[src/rtl/tdr_params.svh]
// Constants shared by both ends of the tone digit readout link
`ifndef TDR_PARAMS_SVH
`define TDR_PARAMS_SVH
`define TDR_DIGIT_W 4
`define TDR_PULSES 3'h4
`define TDR_GUARD_NS 2_000
`define TDR_LINK_NS 15
`define TDR_GUARD_CYC ((`TDR_GUARD_NS + `TDR_LINK_NS - 1) / `TDR_LINK_NS)
`define TDR_GUARD_W 8
`define TDR_ACK_HALF 4'h6
`define TDR_HOST_GUARD 4'hf
`define TDR_DIGIT_RST 4'h0
`endif

[src/rtl/tdr_pkg.sv]
// Types shared by both ends of the tone digit readout link
package tdr_pkg;
	typedef logic [3:0] tdr_digit_t;
	typedef enum logic {TDR_EARLY, TDR_DELAYED} tdr_variant_t;
endpackage

[src/rtl/tdr_sync2.sv]
// Two-flop level synchroniser
`timescale 1ns/10ps
module tdr_sync2 (
	input wire logic clk,
	input wire logic rstn,
	input wire logic d,
	output logic q
);
	logic meta;
	always_ff @(posedge clk) begin
		if (!rstn) begin
			meta <= 1'b0;
			q <= 1'b0;
		end else begin
			meta <= d;
			q <= meta;
		end
	end
endmodule

[src/rtl/tdr_receiver.sv]
// Receiver end: steering flags, digit hold and serial readout
`timescale 1ns/10ps
`include "tdr_params.svh"
// Overview of operation
// RULE1 - sixteen tone pairs map to four-bit codes
// RULE2 - early flag high while tone present
// RULE3 - early flag low in sleep
// RULE4 - validated flag high after valid digit
// RULE5 - validated flag low in sleep
// RULE6 - controller guard-checks early flag itself
// RULE7 - validated flag uses internal guard timing
// RULE8 - four ack pulses read four bits
// RULE9 - first ack rise captures whole digit
// RULE10 - controller idles ack low
// RULE11 - ack reads low when undriven
// RULE12 - serial pin: digit bits else cadence
// RULE13 - cadence may toggle during digit tone
// RULE14 - sleep request forces serial pin low
// RULE15 - controller holds ack low for sleep
// RULE16 - sleep request reads low when undriven
// RULE17 - least significant bit shifted first
// RULE18 - partial readout blocks new capture
// RULE19 - extra ack edges ignored until steering rise
// RULE20 - digit selected rise one to fall four
// RULE21 - rises two to four advance bit
module tdr_receiver (
	input wire logic linkClk,
	input wire logic rstn,
	input wire logic clkEn,
	input wire tdr_pkg::tdr_variant_t variant,
	input wire logic tonePresent,
	input wire tdr_pkg::tdr_digit_t toneDigit,
	input wire logic cadence,
	input wire logic ackPin,
	input wire logic ackDriven,
	input wire logic sleepPin,
	input wire logic sleepDriven,
	output logic earlyToneFlag,
	output logic validatedDigitFlag,
	output logic serialOutOrCadence
);
	import tdr_pkg::*;

	typedef struct packed {
		logic ackPrev;
		logic steerPrev;
		logic armed;
		logic busy;
		logic [2:0] rises;
		tdr_digit_t shift;
		logic [`TDR_GUARD_W-1:0] guard;
		logic valid;
		logic vOut;
		logic early;
		logic sdo;
	} tdr_rx_t;

	tdr_rx_t r;
	tdr_rx_t next_r;
	logic ackIn;
	logic sleepIn;
	logic steer;
	logic ackRaw;
	logic sleepRaw;
	logic toneS;
	logic cadenceS;

	////////////////////////////////////////////////////////////////////////
	// Undriven pins read low, as an internal pull-down would
	assign ackRaw = ackDriven & ackPin; // RULE11
	assign sleepRaw = sleepDriven & sleepPin; // RULE16

	// Pins arrive from other clocks; two flops before the state logic, except toneDigit, which is captured directly
	tdr_sync2 uAckSync (.clk(linkClk), .rstn(rstn), .d(ackRaw), .q(ackIn));
	tdr_sync2 uSleepSync (.clk(linkClk), .rstn(rstn), .d(sleepRaw), .q(sleepIn));
	tdr_sync2 uToneSync (.clk(linkClk), .rstn(rstn), .d(tonePresent), .q(toneS));
	tdr_sync2 uCadSync (.clk(linkClk), .rstn(rstn), .d(cadence), .q(cadenceS));

	// Steering of the selected variant
	assign steer = (variant == TDR_EARLY) ? r.early : r.valid;

	////////////////////////////////////////////////////////////////////////
	always_comb begin
		next_r = r;
		next_r.ackPrev = ackIn;
		next_r.steerPrev = steer;
		next_r.early = toneS & (variant == TDR_EARLY); // RULE2
		// Guard counter qualifies presence and absence alike
		if (toneS != r.valid) begin
			if (r.guard == `TDR_GUARD_W'(`TDR_GUARD_CYC)) begin
				next_r.valid = toneS; // RULE7
				next_r.guard = '0;
			end else begin
				next_r.guard = r.guard + 1'b1;
			end
		end else begin
			next_r.guard = '0;
		end
		// Steering rise rearms readout, but never mid-readout
		if (steer && !r.steerPrev && !r.busy) begin
			next_r.armed = 1'b1; // RULE19
		end
		if (ackIn && !r.ackPrev) begin
			if (r.armed && !r.busy) begin
				next_r.shift = toneDigit; // RULE9 RULE1
				next_r.busy = 1'b1; // RULE18
				next_r.rises = 3'h1;
			end else if (r.busy && r.rises != `TDR_PULSES) begin
				next_r.shift = {1'b0, r.shift[3:1]}; // RULE21 RULE17
				next_r.rises = r.rises + 3'h1;
			end
		end
		// Readout ends on the fourth falling edge
		if (!ackIn && r.ackPrev && r.busy && r.rises == `TDR_PULSES) begin
			next_r.busy = 1'b0; // RULE8
			next_r.armed = 1'b0; // RULE19
		end
		// Cadence toggling during tones is passed through as is
		next_r.sdo = next_r.busy ? next_r.shift[0] : cadenceS; // RULE12 RULE20 RULE13
		if (sleepIn) begin
			next_r.early = 1'b0; // RULE3
			next_r.valid = 1'b0; // RULE5
			next_r.sdo = 1'b0; // RULE14
			next_r.guard = '0;
		end
		// Flag pin comes straight from a flop
		next_r.vOut = next_r.valid & (variant == TDR_DELAYED); // RULE4 RULE5
	end

	always_ff @(posedge linkClk) begin
		if (!rstn) begin
			r <= '0;
		end else if (clkEn) begin
			r <= next_r;
		end
	end

	assign earlyToneFlag = r.early;
	assign validatedDigitFlag = r.vOut;
	assign serialOutOrCadence = r.sdo;
endmodule

[config.mk]
export PLATFORM = sky130hd
export DESIGN_NAME = tdr_receiver
export DESIGN_NICKNAME = d
export VERILOG_FILES = /design/src/rtl/tdr_pkg.sv /design/src/rtl/tdr_sync2.sv /design/src/rtl/tdr_receiver.sv
export VERILOG_INCLUDE_DIRS = /design/src /design/src/rtl
export SDC_FILE = /design/constraint.sdc
export NUM_CORES = 1
export LEC_CHECK = 0
export ABC_AREA = 1
export BUFFER_PORTS_ARGS = -buffer_cell sky130_fd_sc_hd__buf_4
export CAP_MARGIN = 20
export CORE_MARGIN = 5
export CORE_UTILIZATION = 25
export CTS_CLUSTER_SIZE = 40
export DETAILED_ROUTE_END_ITERATION = 10
export SKIP_LAST_GASP = 1
export SYNTH_ARGS = -nofsm -noshare
export SYNTH_HDL_FRONTEND = slang
export SYNTH_SLANG_ARGS = --single-unit
[constraint.sdc]
create_clock -name linkClk -period 2.25 [get_ports linkClk]
set_input_delay 0.1125 -clock linkClk [delete_from_list [all_inputs] [get_ports linkClk]]
set_output_delay 0.1125 -clock linkClk [all_outputs]
set_load 0.005 [all_outputs]
# Word level (Yosys, flattened, before mapping)

Cells that the tools add are included.

Memories: 0
Bits in writable memories: 0
Word-level logic and storage cells: 61
Bits in read-only memories: 0
Register bits: 31
Bits in latches: 0
Input bits: 14

Shift-type cells: 0
Reductions and logical operators: 16
Multipliers: 0
Magnitude comparators: 0
Mux-type cells: 14
Eq/ne operators: 4
Divide/modulo/power cells: 0
Bitwise logic cells: 5
$add $sub $neg: 2

Operators by type and width:

| operator                                                       | count |
|---|---|
| 8-bit two-way mux                                              | 3 |
| 7-bit two-way mux                                              | 2 |
| 9-bit two-way mux                                              | 1 |
| 8-bit by 1-bit adder with 8-bit output (second input constant) | 1 |
| 8-bit == test (second input constant)                          | 1 |
| 1-bit logical AND                                              | 8 |
| 1-bit two-way mux                                              | 6 |
| 1-bit AND                                                      | 4 |
| 1-bit zero test                                                | 4 |
| 2-bit two-way mux                                              | 2 |
| 2-bit nonzero test                                             | 2 |
| 3-bit by 1-bit adder with 3-bit output (second input constant) | 1 |
| 3-bit == test (second input constant)                          | 1 |
| 3-bit inequality test (second input constant)                  | 1 |
| 3-bit AND reduction                                            | 1 |
| 2-bit AND reduction                                            | 1 |
| 1-bit inequality test                                          | 1 |
| 1-bit NOT                                                      | 1 |

# Longest topological paths before layout

Gate-level depths: netlist of the first run.

Depth after elaboration: 8
Gate-level depth with buffers: 11
Mapped depth without buffers: 11

# Hierarchy

From an unflattened synthesis of the first run, not the netlist that was laid out.

Cell total of the unflattened synthesis: 204
Area, all modules: 1,466.4 um2

By module, submodules not included:

| module       | area each (um2) | cells an instance | times used |
|---|---|---|---|
| tdr_receiver | 1,246.2         | 180               | 1 |
| tdr_sync2    | 55.1            | 6                 | 4 |

# Worst setup path before layout of the first run

No wires, ideal clock.

Path type: reg-to-reg
Start point: register r[16] (netlist bit)
End point: register r[13] (netlist bit)
Setup slack: 1.009 ns
Data arrival time: 1.122 ns
Cell stages (with the launch flop): 9
Clock period less this slack: 1.241 ns
Cells stage by stage: dfxtp_1 inv_1 ha_1 nand2_1 nand2_1 nand2_2 nand3_4 o21ai_0 a21oi_1

Word-level cells in the longest chain between the ends: 4

RTL lines:

| what                                   | line                | RTL |
|---|---|---|
| start: declaration                     | tdr_receiver.sv:58  | `tdr_rx_t r;` |
| start signal: assignment               | tdr_receiver.sv:134 | `r <= next_r;` |
| 3-bit inequality test (no source line) | -                   |  |
| 1-bit logical AND (no source line)     | -                   |  |
| 2-bit nonzero test (no source line)    | -                   |  |
| 3-bit AND reduction (no source line)   | -                   |  |

Every way passes these cells.
A chain may end at the register's enable or synchronous reset.

# Worst setup path after layout of the first run

Start point: register r[16] (netlist bit)
End point: register r[18] (netlist bit)

Word-level cells in the longest chain between the ends: 4
Elaborated cells on any way between the ends: 7
Those cells by class: 1 x add/sub; 1 x eq/ne; 2 x mux; 3 x reduce/logical

RTL lines:

| what |
|---|
| parallel branches: the longest is 4 deep, another holds 3-bit by 1-bit adder with 3-bit output |

Several ways; the timed one is not identified. The select of a mux whose other input is x is not followed.

==> impl_summary.log, run 1 <==
[metrics] result of the run: completed
[metrics] leading cell types in the layout, fill and taps excluded: 57 x sky130_fd_sc_hd__nand2_1, 31 x sky130_fd_sc_hd__dfxtp_1, 23 x sky130_fd_sc_hd__inv_1
[metrics] port bufs: 16
[metrics] power density relative to cell area: 613 nW/um^2
[metrics] cell family contributing the most delay on the critical path: simple AND/OR/NAND/NOR gates
[metrics] Diodes inserted: 0
[metrics] Critical Path, Cell by Cell: inv_1 > ha_1 > nand2_1 > nand2_1 > nand2_2 > nand3_4 > inv_2 > nand4_1 > a21oi_1
[metrics] net count reported at finish: 238
[metrics] type of the setup path with the least slack: flop to flop
[metrics] average routed wire per standard cell: 9.57 um
[metrics] register with the most flip-flops: r
[metrics] largest fanout of any net on the critical path: 9
[metrics] Starting Density: 26.1%
[metrics] largest net degree at the start of global routing: 17
[metrics] sink of the worst hold path: uCadSync.meta
[metrics] maximum clock skew at final layout: 0.00397 ns
[metrics] synthesis warning total: 0
[metrics] violation count after the first detailed-route iteration: 44
[metrics] signal arrival time at the worst endpoint: 1.63 ns
[metrics] total congestion overflow: 0
[metrics] number of storage elements in the synthesis netlist: 31
[metrics] Most Used Layer, Global Route: met2
[metrics] num rows: 27
[metrics] Worst Path Required: 2.46 ns
[metrics] Worst VDD drop: 311 uV
[metrics] Pre-Repair DR Iteration Count: 4
[metrics] post-cts gate resize count: 0
[metrics] met2 track utilization from global routing: 12.3%
[metrics] Slew Limit Headroom: 79.7%
[metrics] Hold Vio Cnt, Final: 0
[metrics] H-Tree Level Count: 2
[metrics] Hold Path Origin: cadence
[metrics] die extent in y: 86.5 um
[metrics] count of fill cells added during filler insertion: 648
[metrics] terminus of the critical flop-to-flop path: r[18]
[metrics] depth of the worst register-to-register path: 9
[metrics] unrepaired setup endpoints after global routing: no
[metrics] Power Total: 1.07 mW
[metrics] met1 track demand over resource: 9.99%
[metrics] Final period util: 62.9%
[metrics] overall track demand over capacity in global routing: 8.23%
[metrics] max FFs per register: 20
[metrics] Max Clock Freq: 0.706 GHz
[metrics] Slew Limit Fails: 0
[metrics] CP max stage delay: 0.35 ns
[metrics] core region area: 5610 sq um
[metrics] CTS max path bufs: 2
[metrics] initial antenna violation count: 0
[metrics] global-route wire length before repair: 4.80 mm
[metrics] category of the worst setup path launch point: flop
[metrics] static power due to leakage: 0.756 nW
[metrics] critical path's most frequent cell: sky130_fd_sc_hd__nand2_1
[metrics] standard cell with the maximum stage delay on the critical path: sky130_fd_sc_hd__dfxtp_1
[metrics] beginning of the worst register-to-register path: r[16]
[metrics] FF-to-FF setup slack: 0.83 ns
[metrics] number of different library cells in the post-synthesis netlist: 29
[metrics] post-detailed-routing wire length: 2.80 mm
[metrics] Antenna Nets Post-Route: 0
[metrics] Syn Inst Count: 199
[metrics] top-level port count: 17
[metrics] number of remaining DRC errors: 0
[metrics] full die area: 7490 sq um
[metrics] number of CTS-inserted buffers: 5
[metrics] Hold Path Depth: 3
[metrics] TritonCTS clock tree: yes
[metrics] area growth from synthesis to final layout: 19.1%
[metrics] global-route track usage on met3: 2.38%
[metrics] Net Count, Synth: 217
[metrics] worst hold path type: primary input to flop
[metrics] final worst path period need: 1.42 ns
[metrics] area of the mapped netlist: 1460 sq um
[metrics] Setup Viol. Count Final: 0
[metrics] nature of the critical path endpoint: flop
[metrics] via count: 1232
[metrics] die boundary width: 86.5 um
[metrics] number of violations of the max-capacitance limit: 0
[metrics] area taken by flip-flops and latches: 621 sq um
[metrics] average footprint of a synthesized cell: 7.36 sq um
[metrics] most common cell after layout, fill and taps aside: sky130_fd_sc_hd__nand2_1
[metrics] Total Neg Setup Slack: 0 ns
[metrics] area occupied by multi-input gates: 704 sq um
[metrics] vias in the first global route: 1079
[metrics] weighted congestion reported at the end of routability-driven placement: 0.796
[metrics] Final HPWL DP: 2.02 mm
[metrics] sequential element share of the synthesized area: 42.4%
[metrics] ratio of cells with drive above 1 in the final layout: 18.6%
[metrics] Worst-Margin Slew: 0.302 ns
[metrics] clock tree root buffer cell: sky130_fd_sc_hd__clkbuf_8
[metrics] clock slew at the register clock pins of the worst setup and hold paths: 0.06 ns
[metrics] buffers plus inverters on the worst setup path: 2
[metrics] Via-to-Cell Ratio: 4.20
[metrics] clock net sink count: 31
[metrics] Worst-Skew Late Latency: 0.28 ns
==> worst max-delay path by stage <==
stage                     startpoint    end  slack, ns  depth (start not counted)
after floorplan                r[16]  r[13]       1.01                          8
after global placement         r[16]  r[18]       0.92                          9
after detailed placement       r[16]  r[18]       0.85                          9
after CTS                      r[16]  r[18]       0.83                          9
after global routing           r[16]  r[18]       0.66                          9
final                          r[16]  r[18]       0.83                          9
==> cell usage after synthesis (all sizes together) <==
master | n | share of area [%]
a21boi | 1 | 0.51
a21oi | 16 | 5.7
a31oi | 1 | 0.43
buf | 3 | 1.5
clkinv | 1 | 0.26
dfxtp | 31 | 42
ha | 4 | 3.4
inv | 29 | 7.8
nand2 | 59 | 15
nand3 | 10 | 4.6
nand3b | 3 | 1.5
nand4 | 2 | 0.85
nor2 | 20 | 6.7
nor3 | 4 | 2.5
o211ai | 1 | 0.51
o21ai | 9 | 3.1
or2 | 1 | 0.43
xor2 | 4 | 2.4
==> worst min-delay path: stages <==
cell	delay [ns]
sky130_fd_sc_hd__buf_4	0.07
sky130_fd_sc_hd__nand2_1	0.04
sky130_fd_sc_hd__inv_1	0.04
==> cells by family (layout without fill, tap and decap cells) <==
| group | count (synthesis) | in the layout | share of synthesized area, % |
|---|---|---|---|
| buffers and inverters | 33 | 55 | 9.49 |
| AOI/OAI and AO/OA | 28 | 28 | 10.3 |
| and+or+nand+nor | 99 | 99 | 32.1 |
| adders and majority gates | 4 | 4 | 3.42 |
| DFF | 31 | 31 | 42.4 |
| xor gates and xnor gates | 4 | 4 | 2.39 |
==> metrics by stage <==
| stage | hold slack [ns] | cell area (sq um) | setup slack [ns] | util [%] | std cells |
|---|---|---|---|---|---|
| floorplan | 0.210 | 1460 | 1.01 | - | 199 |
| global placement | 0.294 | 1650 | 0.919 | 29.5 | 284 |
| detailed placement | 0.298 | 1650 | 0.849 | 29.5 | 284 |
| CTS | 0.00635 | 1740 | 0.830 | 31.1 | 293 |
| global route | 0.0142 | 1740 | 0.655 | 31.1 | 293 |
| finish | 0.00907 | 1740 | 0.834 | 31.1 | 293 |
==> area by class of cell <==
type / instances / share of cell area, %
clock buffer: 7 / 4.38
tap: 72 / 5.17
multi-input combinational: 135 / 40.4
sequential: 31 / 35.6
inverter: 30 / 6.74
timing repair buffer: 17 / 7.46
clock inverter: 1 / 0.287
==> report_power, final <==
| group | internal, mW | total, mW | switching [mW] | leakage, nW |
|---|---|---|---|---|
| clock | 0.217 | 0.426 | 0.209 | 0.0422 |
| combinational | 0.0323 | 0.0745 | 0.0422 | 0.461 |
| sequential | 0.561 | 0.569 | 0.00784 | 0.252 |
| total | 0.810 | 1.07 | 0.259 | 0.756 |
==> routing by layer <==
layer,share of wire (%),wire [um]
met2,44,1240
met1,49,1380
met4,3.4,95
met5,0,0
met3,3.1,86
==> timing repair <==
item,4_1_cts,5_1_grt
setup buffers,0,0
hold endpoints to repair,1,0
hold buffers,1,0
No activity file was read; power rests on OpenSTA's default activity.
==> run 2, diff against run 1 <==
==> constraint.sdc (replaced) <==
create_clock -name linkClk -period 1.17 [get_ports linkClk]
set_input_delay 0.0585 -clock linkClk [delete_from_list [all_inputs] [get_ports linkClk]]
set_output_delay 0.0585 -clock linkClk [all_outputs]
set_load 0.005 [all_outputs]
==> impl_summary.log, run 2 (synthesized netlist as in run 1, its figures left out) <==
[metrics] placed cells: 293
[metrics] clock net sink count: 31
[metrics] top-level port count: 17
[metrics] clock network fraction of design power: 39.7%
[metrics] initial antenna violation count: 0
[metrics] Slew Limit Fails: 0
[metrics] Starting Density: 26.1%
[metrics] via count: 1337
[metrics] num rows: 27
[metrics] cell family contributing the most delay on the critical path: simple AND/OR/NAND/NOR gates
[metrics] Max Clock Freq: 0.803 GHz
[metrics] minimum setup slack after placement: -0.145 ns
[metrics] maximum clock skew at final layout: 0.00668 ns
[metrics] CP max stage delay: 0.33 ns
[metrics] Critical Path, Cell by Cell: inv_2 > ha_4 > nand2_4 > nand2_4 > nand2_4 > nand3_4 > inv_4 > nand4_1 > a21oi_2
[metrics] fraction of power spent switching nets: 23.4%
[metrics] TritonCTS clock tree: yes
[metrics] static power due to leakage: 0.878 nW
[metrics] Pre-Repair DR Iteration Count: 4
[metrics] Via-to-Cell Ratio: 4.27
[metrics] number of violations of the max-capacitance limit: 0
[metrics] post-detailed-routing wire length: 3.08 mm
[metrics] Antenna Nets Post-Route: 0
[metrics] critical path's most frequent cell: sky130_fd_sc_hd__nand2_4
[metrics] ratio of cells with drive above 1 in the final layout: 36.5%
[metrics] signal arrival time at the worst endpoint: 1.45 ns
[metrics] overall track demand over capacity in global routing: 9.05%
[metrics] CTS max path bufs: 2
[metrics] register with the most flip-flops: r
[metrics] buffers plus inverters on the worst setup path: 2
[metrics] count of fill cells added during filler insertion: 607
[metrics] category of the worst setup path launch point: flop
[metrics] Psw: 0.495 mW
[metrics] proportion of power drawn by combinational gates: 8.6%
[metrics] violations in the final reports: setup timing
[metrics] weighted congestion reported at the end of routability-driven placement: 0.792
[metrics] core region area: 5610 sq um
[metrics] global-route wire length before repair: 5.30 mm
[metrics] vias in the first global route: 1209
[metrics] final core occ: 36.9%
[metrics] port bufs: 16
[metrics] max FFs per register: 20
[metrics] net count reported at finish: 259
[metrics] Worst Slack Setup Final: -0.0758 ns
[metrics] number of remaining DRC errors: 0
[metrics] Final period util: 106%
[metrics] type of the setup path with the least slack: flop to flop
[metrics] full die area: 7490 sq um
[metrics] leading cell types in the layout, fill and taps excluded: 51 x sky130_fd_sc_hd__nand2_1, 30 x sky130_fd_sc_hd__buf_4, 23 x sky130_fd_sc_hd__dfxtp_1
[metrics] part of the power in registers: 51.6%
[metrics] area taken by flip-flops and latches: 636 sq um
[metrics] clock tree root buffer cell: sky130_fd_sc_hd__clkbuf_8
[metrics] unrepaired setup endpoints after global routing: yes
[metrics] Worst VDD drop: 550 uV
[metrics] Diodes inserted: 0
[metrics] total congestion overflow: 0
[metrics] Slew Limit Headroom: 77.5%
[metrics] die boundary width: 86.5 um
[metrics] Final HPWL DP: 2.15 mm
[metrics] die extent in y: 86.5 um
[metrics] number of CTS-inserted buffers: 5
[metrics] internal power summed over all cells: 1.62 mW
[metrics] Worst Path Required: 1.38 ns
[metrics] H-Tree Level Count: 2
[metrics] final worst path period need: 1.25 ns
[metrics] violation count after the first detailed-route iteration: 39
[metrics] Worst-Margin Slew: 0.335 ns
[metrics] most common cell after layout, fill and taps aside: sky130_fd_sc_hd__nand2_1
[metrics] result of the run: finished with violations
[metrics] clock slew at the register clock pins of the worst setup and hold paths: 0.07 ns
[metrics] Worst-Skew Late Latency: 0.28 ns
[metrics] Hold Vio Cnt, Final: 0
[metrics] worst hold path type: primary input to flop
[metrics] standard cell with the maximum stage delay on the critical path: sky130_fd_sc_hd__dfxtp_2
[metrics] largest fanout of any net on the critical path: 5
[metrics] power density relative to cell area: 1020 nW/um^2
[metrics] area occupied by multi-input gates: 837 sq um
[metrics] nature of the critical path endpoint: flop
[metrics] average routed wire per standard cell: 9.84 um
[metrics] largest net degree at the start of global routing: 17
[metrics] count of placed standard cells in the final layout, fillers left out: 313
[metrics] area growth from synthesis to final layout: 41.4%
[metrics] Setup Viol. Count Final: 12
run 2: cell count changes in the layout (fill, tap and decap cells not counted), sizes merged:
cell	previous run	this run
buf	16	31
clkbuf	7	6
dlygate4sd3	1	6
nand3	10	11
run 2: metal layers:
layer / wire (um) / GRT usage, % / vias up / part of all wire (%)
met4: 73 / 5.95 / 0 / 2.4
met2: 1470 / 14.7 / 22 / 48
li1: - / - / 704 / -
met1: 1420 / 10.5 / 606 / 46
met5: 0 / 0 / - / 0
met3: 112 / 2.19 / 5 / 3.6
run 2: layout make-up:
cell class                      instances  area share (%)
Inverter                               30            5.93
Sequential cell                        31            30.7
Timing Repair Buffer                   37            14.3
Clock buffer                            6            3.99
Tap cell                               72            4.35
Clock inverter                          1           0.242
Multi-Input combinational cell        136            40.4
run 2: power groups by stage:
stage	logic [mW]	clock network [mW]	registers, mW
2_1_floorplan	0.0895	0	1.11
3_3_place_gp	0.150	0	1.12
3_5_place_dp	0.152	0	1.12
4_1_cts	0.181	0.874	1.09
5_1_grt	0.206	0.921	1.10
6_report	0.183	0.842	1.09
run 2: through the flow:
step / power, mW / TNS [ns] / hold WS, ns / area (sq um)
after floorplan: 1.20 / 0 / 0.156 / 1480
after detailed placement: 1.27 / -1.45 / 0.247 / 1740
after global placement: 1.27 / -0.811 / 0.242 / 1740
final: 2.12 / -0.411 / 0.0493 / 2070
after global routing: 2.22 / -1.90 / 0.0625 / 2070
after CTS: 2.15 / -0.361 / 0.0483 / 1980
run 2: worst paths after layout:
kind | slack (ns) | startpoint | cells past startpoint | to
min | 0.05 | toneDigit[3] | 3 | r[15]
min reg2reg | 0.41 | uSleepSync.meta | 2 | uSleepSync.q
max | -0.08 | r[16] | 9 | r[18]
max reg2reg | -0.08 | r[16] | 9 | r[18]
run 2: what timing repair did:
action	4_1_cts	5_1_grt
gates resized for setup	19	20
hold endpoints to repair	4	0
gates cloned	1	0
endpoints found under the setup margin	17	19
hold buffers	6	0
pin swaps	12	8
buffers inserted	3	3
run 2: worst register-to-register path, stage by stage (launching register included):
cell                      delay (ns)
sky130_fd_sc_hd__dfxtp_2        0.33
sky130_fd_sc_hd__inv_2          0.05
sky130_fd_sc_hd__ha_4           0.15
sky130_fd_sc_hd__nand2_4        0.07
sky130_fd_sc_hd__nand2_4        0.06
sky130_fd_sc_hd__nand2_4        0.09
sky130_fd_sc_hd__nand3_4        0.10
sky130_fd_sc_hd__inv_4          0.09
sky130_fd_sc_hd__nand4_1        0.10
sky130_fd_sc_hd__a21oi_2        0.13
==> run 3, diff against run 2 <==
--- a/config.mk
+++ b/config.mk
@@ -11,8 +11,11 @@
 export CAP_MARGIN = 20
 export CORE_MARGIN = 5
 export CORE_UTILIZATION = 25
+export CTS_CLUSTER_DIAMETER = 60
 export CTS_CLUSTER_SIZE = 40
 export DETAILED_ROUTE_END_ITERATION = 10
+export PLACE_DENSITY_LB_ADDON = 0.05
+export REMOVE_ABC_BUFFERS = 1
 export SKIP_LAST_GASP = 1
 export SYNTH_ARGS = -nofsm -noshare
 export SYNTH_HDL_FRONTEND = slang
==> impl_summary.log, run 3 (synthesized netlist as in run 1, its figures left out) <==
[metrics] result of the run: finished with violations
[metrics] violations in the final reports: setup timing
[metrics] worst hold path type: primary input to flop
[metrics] worst hold slack after final layout: 0.0479 ns
[metrics] count of placed standard cells in the final layout, fillers left out: 314
[metrics] count of fill cells added during filler insertion: 618
[metrics] overall track demand over capacity in global routing: 10.3%
[metrics] Antenna Nets Post-Route: 0
[metrics] initial antenna violation count: 0
[metrics] category of the worst setup path launch point: flop
[metrics] Pre-Repair DR Iteration Count: 4
[metrics] number of CTS-inserted buffers: 5
[metrics] global-route wire length before repair: 6.07 mm
[metrics] area growth from synthesis to final layout: 42.4%
[metrics] unrepaired setup endpoints after global routing: yes
[metrics] clock tree root buffer cell: sky130_fd_sc_hd__clkbuf_8
[metrics] standard cell with the maximum stage delay on the critical path: sky130_fd_sc_hd__dfxtp_2
[metrics] most common cell after layout, fill and taps aside: sky130_fd_sc_hd__nand2_1
[metrics] Slew Limit Headroom: 76.0%
[metrics] final core occ: 37.2%
[metrics] die extent in y: 86.5 um
[metrics] Final HPWL DP: 2.50 mm
[metrics] violation count after the first detailed-route iteration: 28
[metrics] Diodes inserted: 0
[metrics] Setup Viol. Count Final: 12
[metrics] critical path's most frequent cell: sky130_fd_sc_hd__nand2_4
[metrics] signal arrival time at the worst endpoint: 1.47 ns
[metrics] Worst-Margin Slew: 0.358 ns
[metrics] vias in the first global route: 1402
[metrics] Starting Density: 26.1%
[metrics] Max Clock Freq: 0.795 GHz
[metrics] H-Tree Level Count: 2
[metrics] top-level port count: 17
[metrics] weighted congestion reported at the end of routability-driven placement: 0.730
[metrics] Final period util: 107%
[metrics] Critical Path, Cell by Cell: inv_2 > ha_4 > nand2_4 > nand2_4 > nand2_4 > nand3_4 > inv_4 > nand4_1 > a21oi_2
[metrics] Total Neg Setup Slack: -0.594 ns
[metrics] leading cell types in the layout, fill and taps excluded: 48 x sky130_fd_sc_hd__nand2_1, 30 x sky130_fd_sc_hd__buf_4, 26 x sky130_fd_sc_hd__dfxtp_1
[metrics] nature of the critical path endpoint: flop
[metrics] type of the setup path with the least slack: flop to flop
[metrics] Hold Vio Cnt, Final: 0
[metrics] average routed wire per standard cell: 11.2 um
[metrics] buffers plus inverters on the worst setup path: 2
[metrics] core region area: 5610 sq um
[metrics] static power due to leakage: 0.877 nW
[metrics] Worst VDD drop: 579 uV
[metrics] maximum clock skew at final layout: 0.00538 ns
[metrics] power density relative to cell area: 1000 nW/um^2
[metrics] ratio of cells with drive above 1 in the final layout: 37.2%
[metrics] TritonCTS clock tree: yes
[metrics] clock net sink count: 31
[metrics] largest fanout of any net on the critical path: 5
[metrics] full die area: 7490 sq um
[metrics] register with the most flip-flops: r
[metrics] number of violations of the max-capacitance limit: 0
[metrics] Worst Path Required: 1.38 ns
[metrics] max FFs per register: 20
[metrics] total congestion overflow: 0
[metrics] clock slew at the register clock pins of the worst setup and hold paths: 0.07 ns
[metrics] port bufs: 16
[metrics] net count reported at finish: 259
[metrics] placed cells: 298
[metrics] Via-to-Cell Ratio: 4.35
[metrics] Power Total: 2.09 mW
[metrics] Worst-Skew Late Latency: 0.28 ns
[metrics] number of remaining DRC errors: 0
[metrics] via count: 1365
[metrics] largest net degree at the start of global routing: 16
[metrics] Slew Limit Fails: 0
[metrics] num rows: 27
[metrics] post-detailed-routing wire length: 3.51 mm
[metrics] final worst path period need: 1.26 ns
[metrics] die boundary width: 86.5 um
[metrics] Worst Slack Setup Final: -0.0873 ns
[metrics] cell family contributing the most delay on the critical path: simple AND/OR/NAND/NOR gates
[metrics] CTS max path bufs: 2
[metrics] CP max stage delay: 0.34 ns
==> run 3: cell count changes in the layout (fill, tap and decap cells not counted), moves of 3 or more <==
cell / change
sky130_fd_sc_hd__o21ai_0: -3
sky130_fd_sc_hd__nand2_2: +3
sky130_fd_sc_hd__dfxtp_2: -3
sky130_fd_sc_hd__dfxtp_1: +3
sky130_fd_sc_hd__nand2_1: -3
sky130_fd_sc_hd__nand3_1: -3
==> run 3: routing by layer <==
metal / up-vias / global-route usage (%) / wire, um
met5: - / 0 / 0
met4: 0 / 4.39 / 61
met3: 6 / 2.95 / 140
met2: 24 / 16.7 / 1630
met1: 626 / 12.7 / 1670
li1: 709 / - / -
==> run 3: worst paths after layout <==
check	startpoint	to	slack, ns	cells past startpoint
setup / recovery	r[17]	r[18]	-0.09	9
hold / removal	toneDigit[3]	r[15]	0.05	3
setup reg to reg	r[17]	r[18]	-0.09	9
hold reg to reg	uSleepSync.meta	uSleepSync.q	0.41	2
==> run 3: area by class of cell <==
| class | instances | area [sq um] | area share, % |
|---|---|---|---|
| clock buffer | 5 | 68.8 | 3.30 |
| clock inverter | 3 | 15.0 | 0.720 |
| inverter | 30 | 123 | 5.88 |
| multi-input combinational | 136 | 860 | 41.2 |
| sequential | 31 | 632 | 30.3 |
| tap | 72 | 90.1 | 4.32 |
| timing repair buffer | 37 | 297 | 14.2 |
==> run 3: metrics by stage <==
stage	setup slack [ns]	instance area [sq um]
2_1_floorplan	-0.0712	1440
3_3_place_gp	-0.149	1760
3_5_place_dp	-0.227	1760
4_1_cts	-0.0951	2040
5_1_grt	-0.156	2080
6_report	-0.0873	2080
==> run 3: worst register-to-register path, stage by stage (launching register included) <==
cell                      delay (ns)
sky130_fd_sc_hd__dfxtp_2        0.34
sky130_fd_sc_hd__inv_2          0.05
sky130_fd_sc_hd__ha_4           0.16
sky130_fd_sc_hd__nand2_4        0.08
sky130_fd_sc_hd__nand2_4        0.06
sky130_fd_sc_hd__nand2_4        0.08
sky130_fd_sc_hd__nand3_4        0.11
sky130_fd_sc_hd__inv_4          0.09
sky130_fd_sc_hd__nand4_1        0.09
sky130_fd_sc_hd__a21oi_2        0.13
==> run 3: report_power, final <==
| part | internal (mW) | switching [mW] | total, mW |
|---|---|---|---|
| registers | 1.08 | 0.0181 | 1.09 |
| clock network | 0.406 | 0.396 | 0.802 |
| logic | 0.0894 | 0.103 | 0.193 |
==> run 3: what timing repair did <==
action | 4_1_cts | 5_1_grt
setup buffers | 1 | 0
pin swaps | 15 | 6
cloned | 1 | 0
endpoints found under the setup margin | 20 | 21
hold buffers | 6 | 0
endpoints found under the hold margin | 4 | 0
resized for setup | 35 | 18
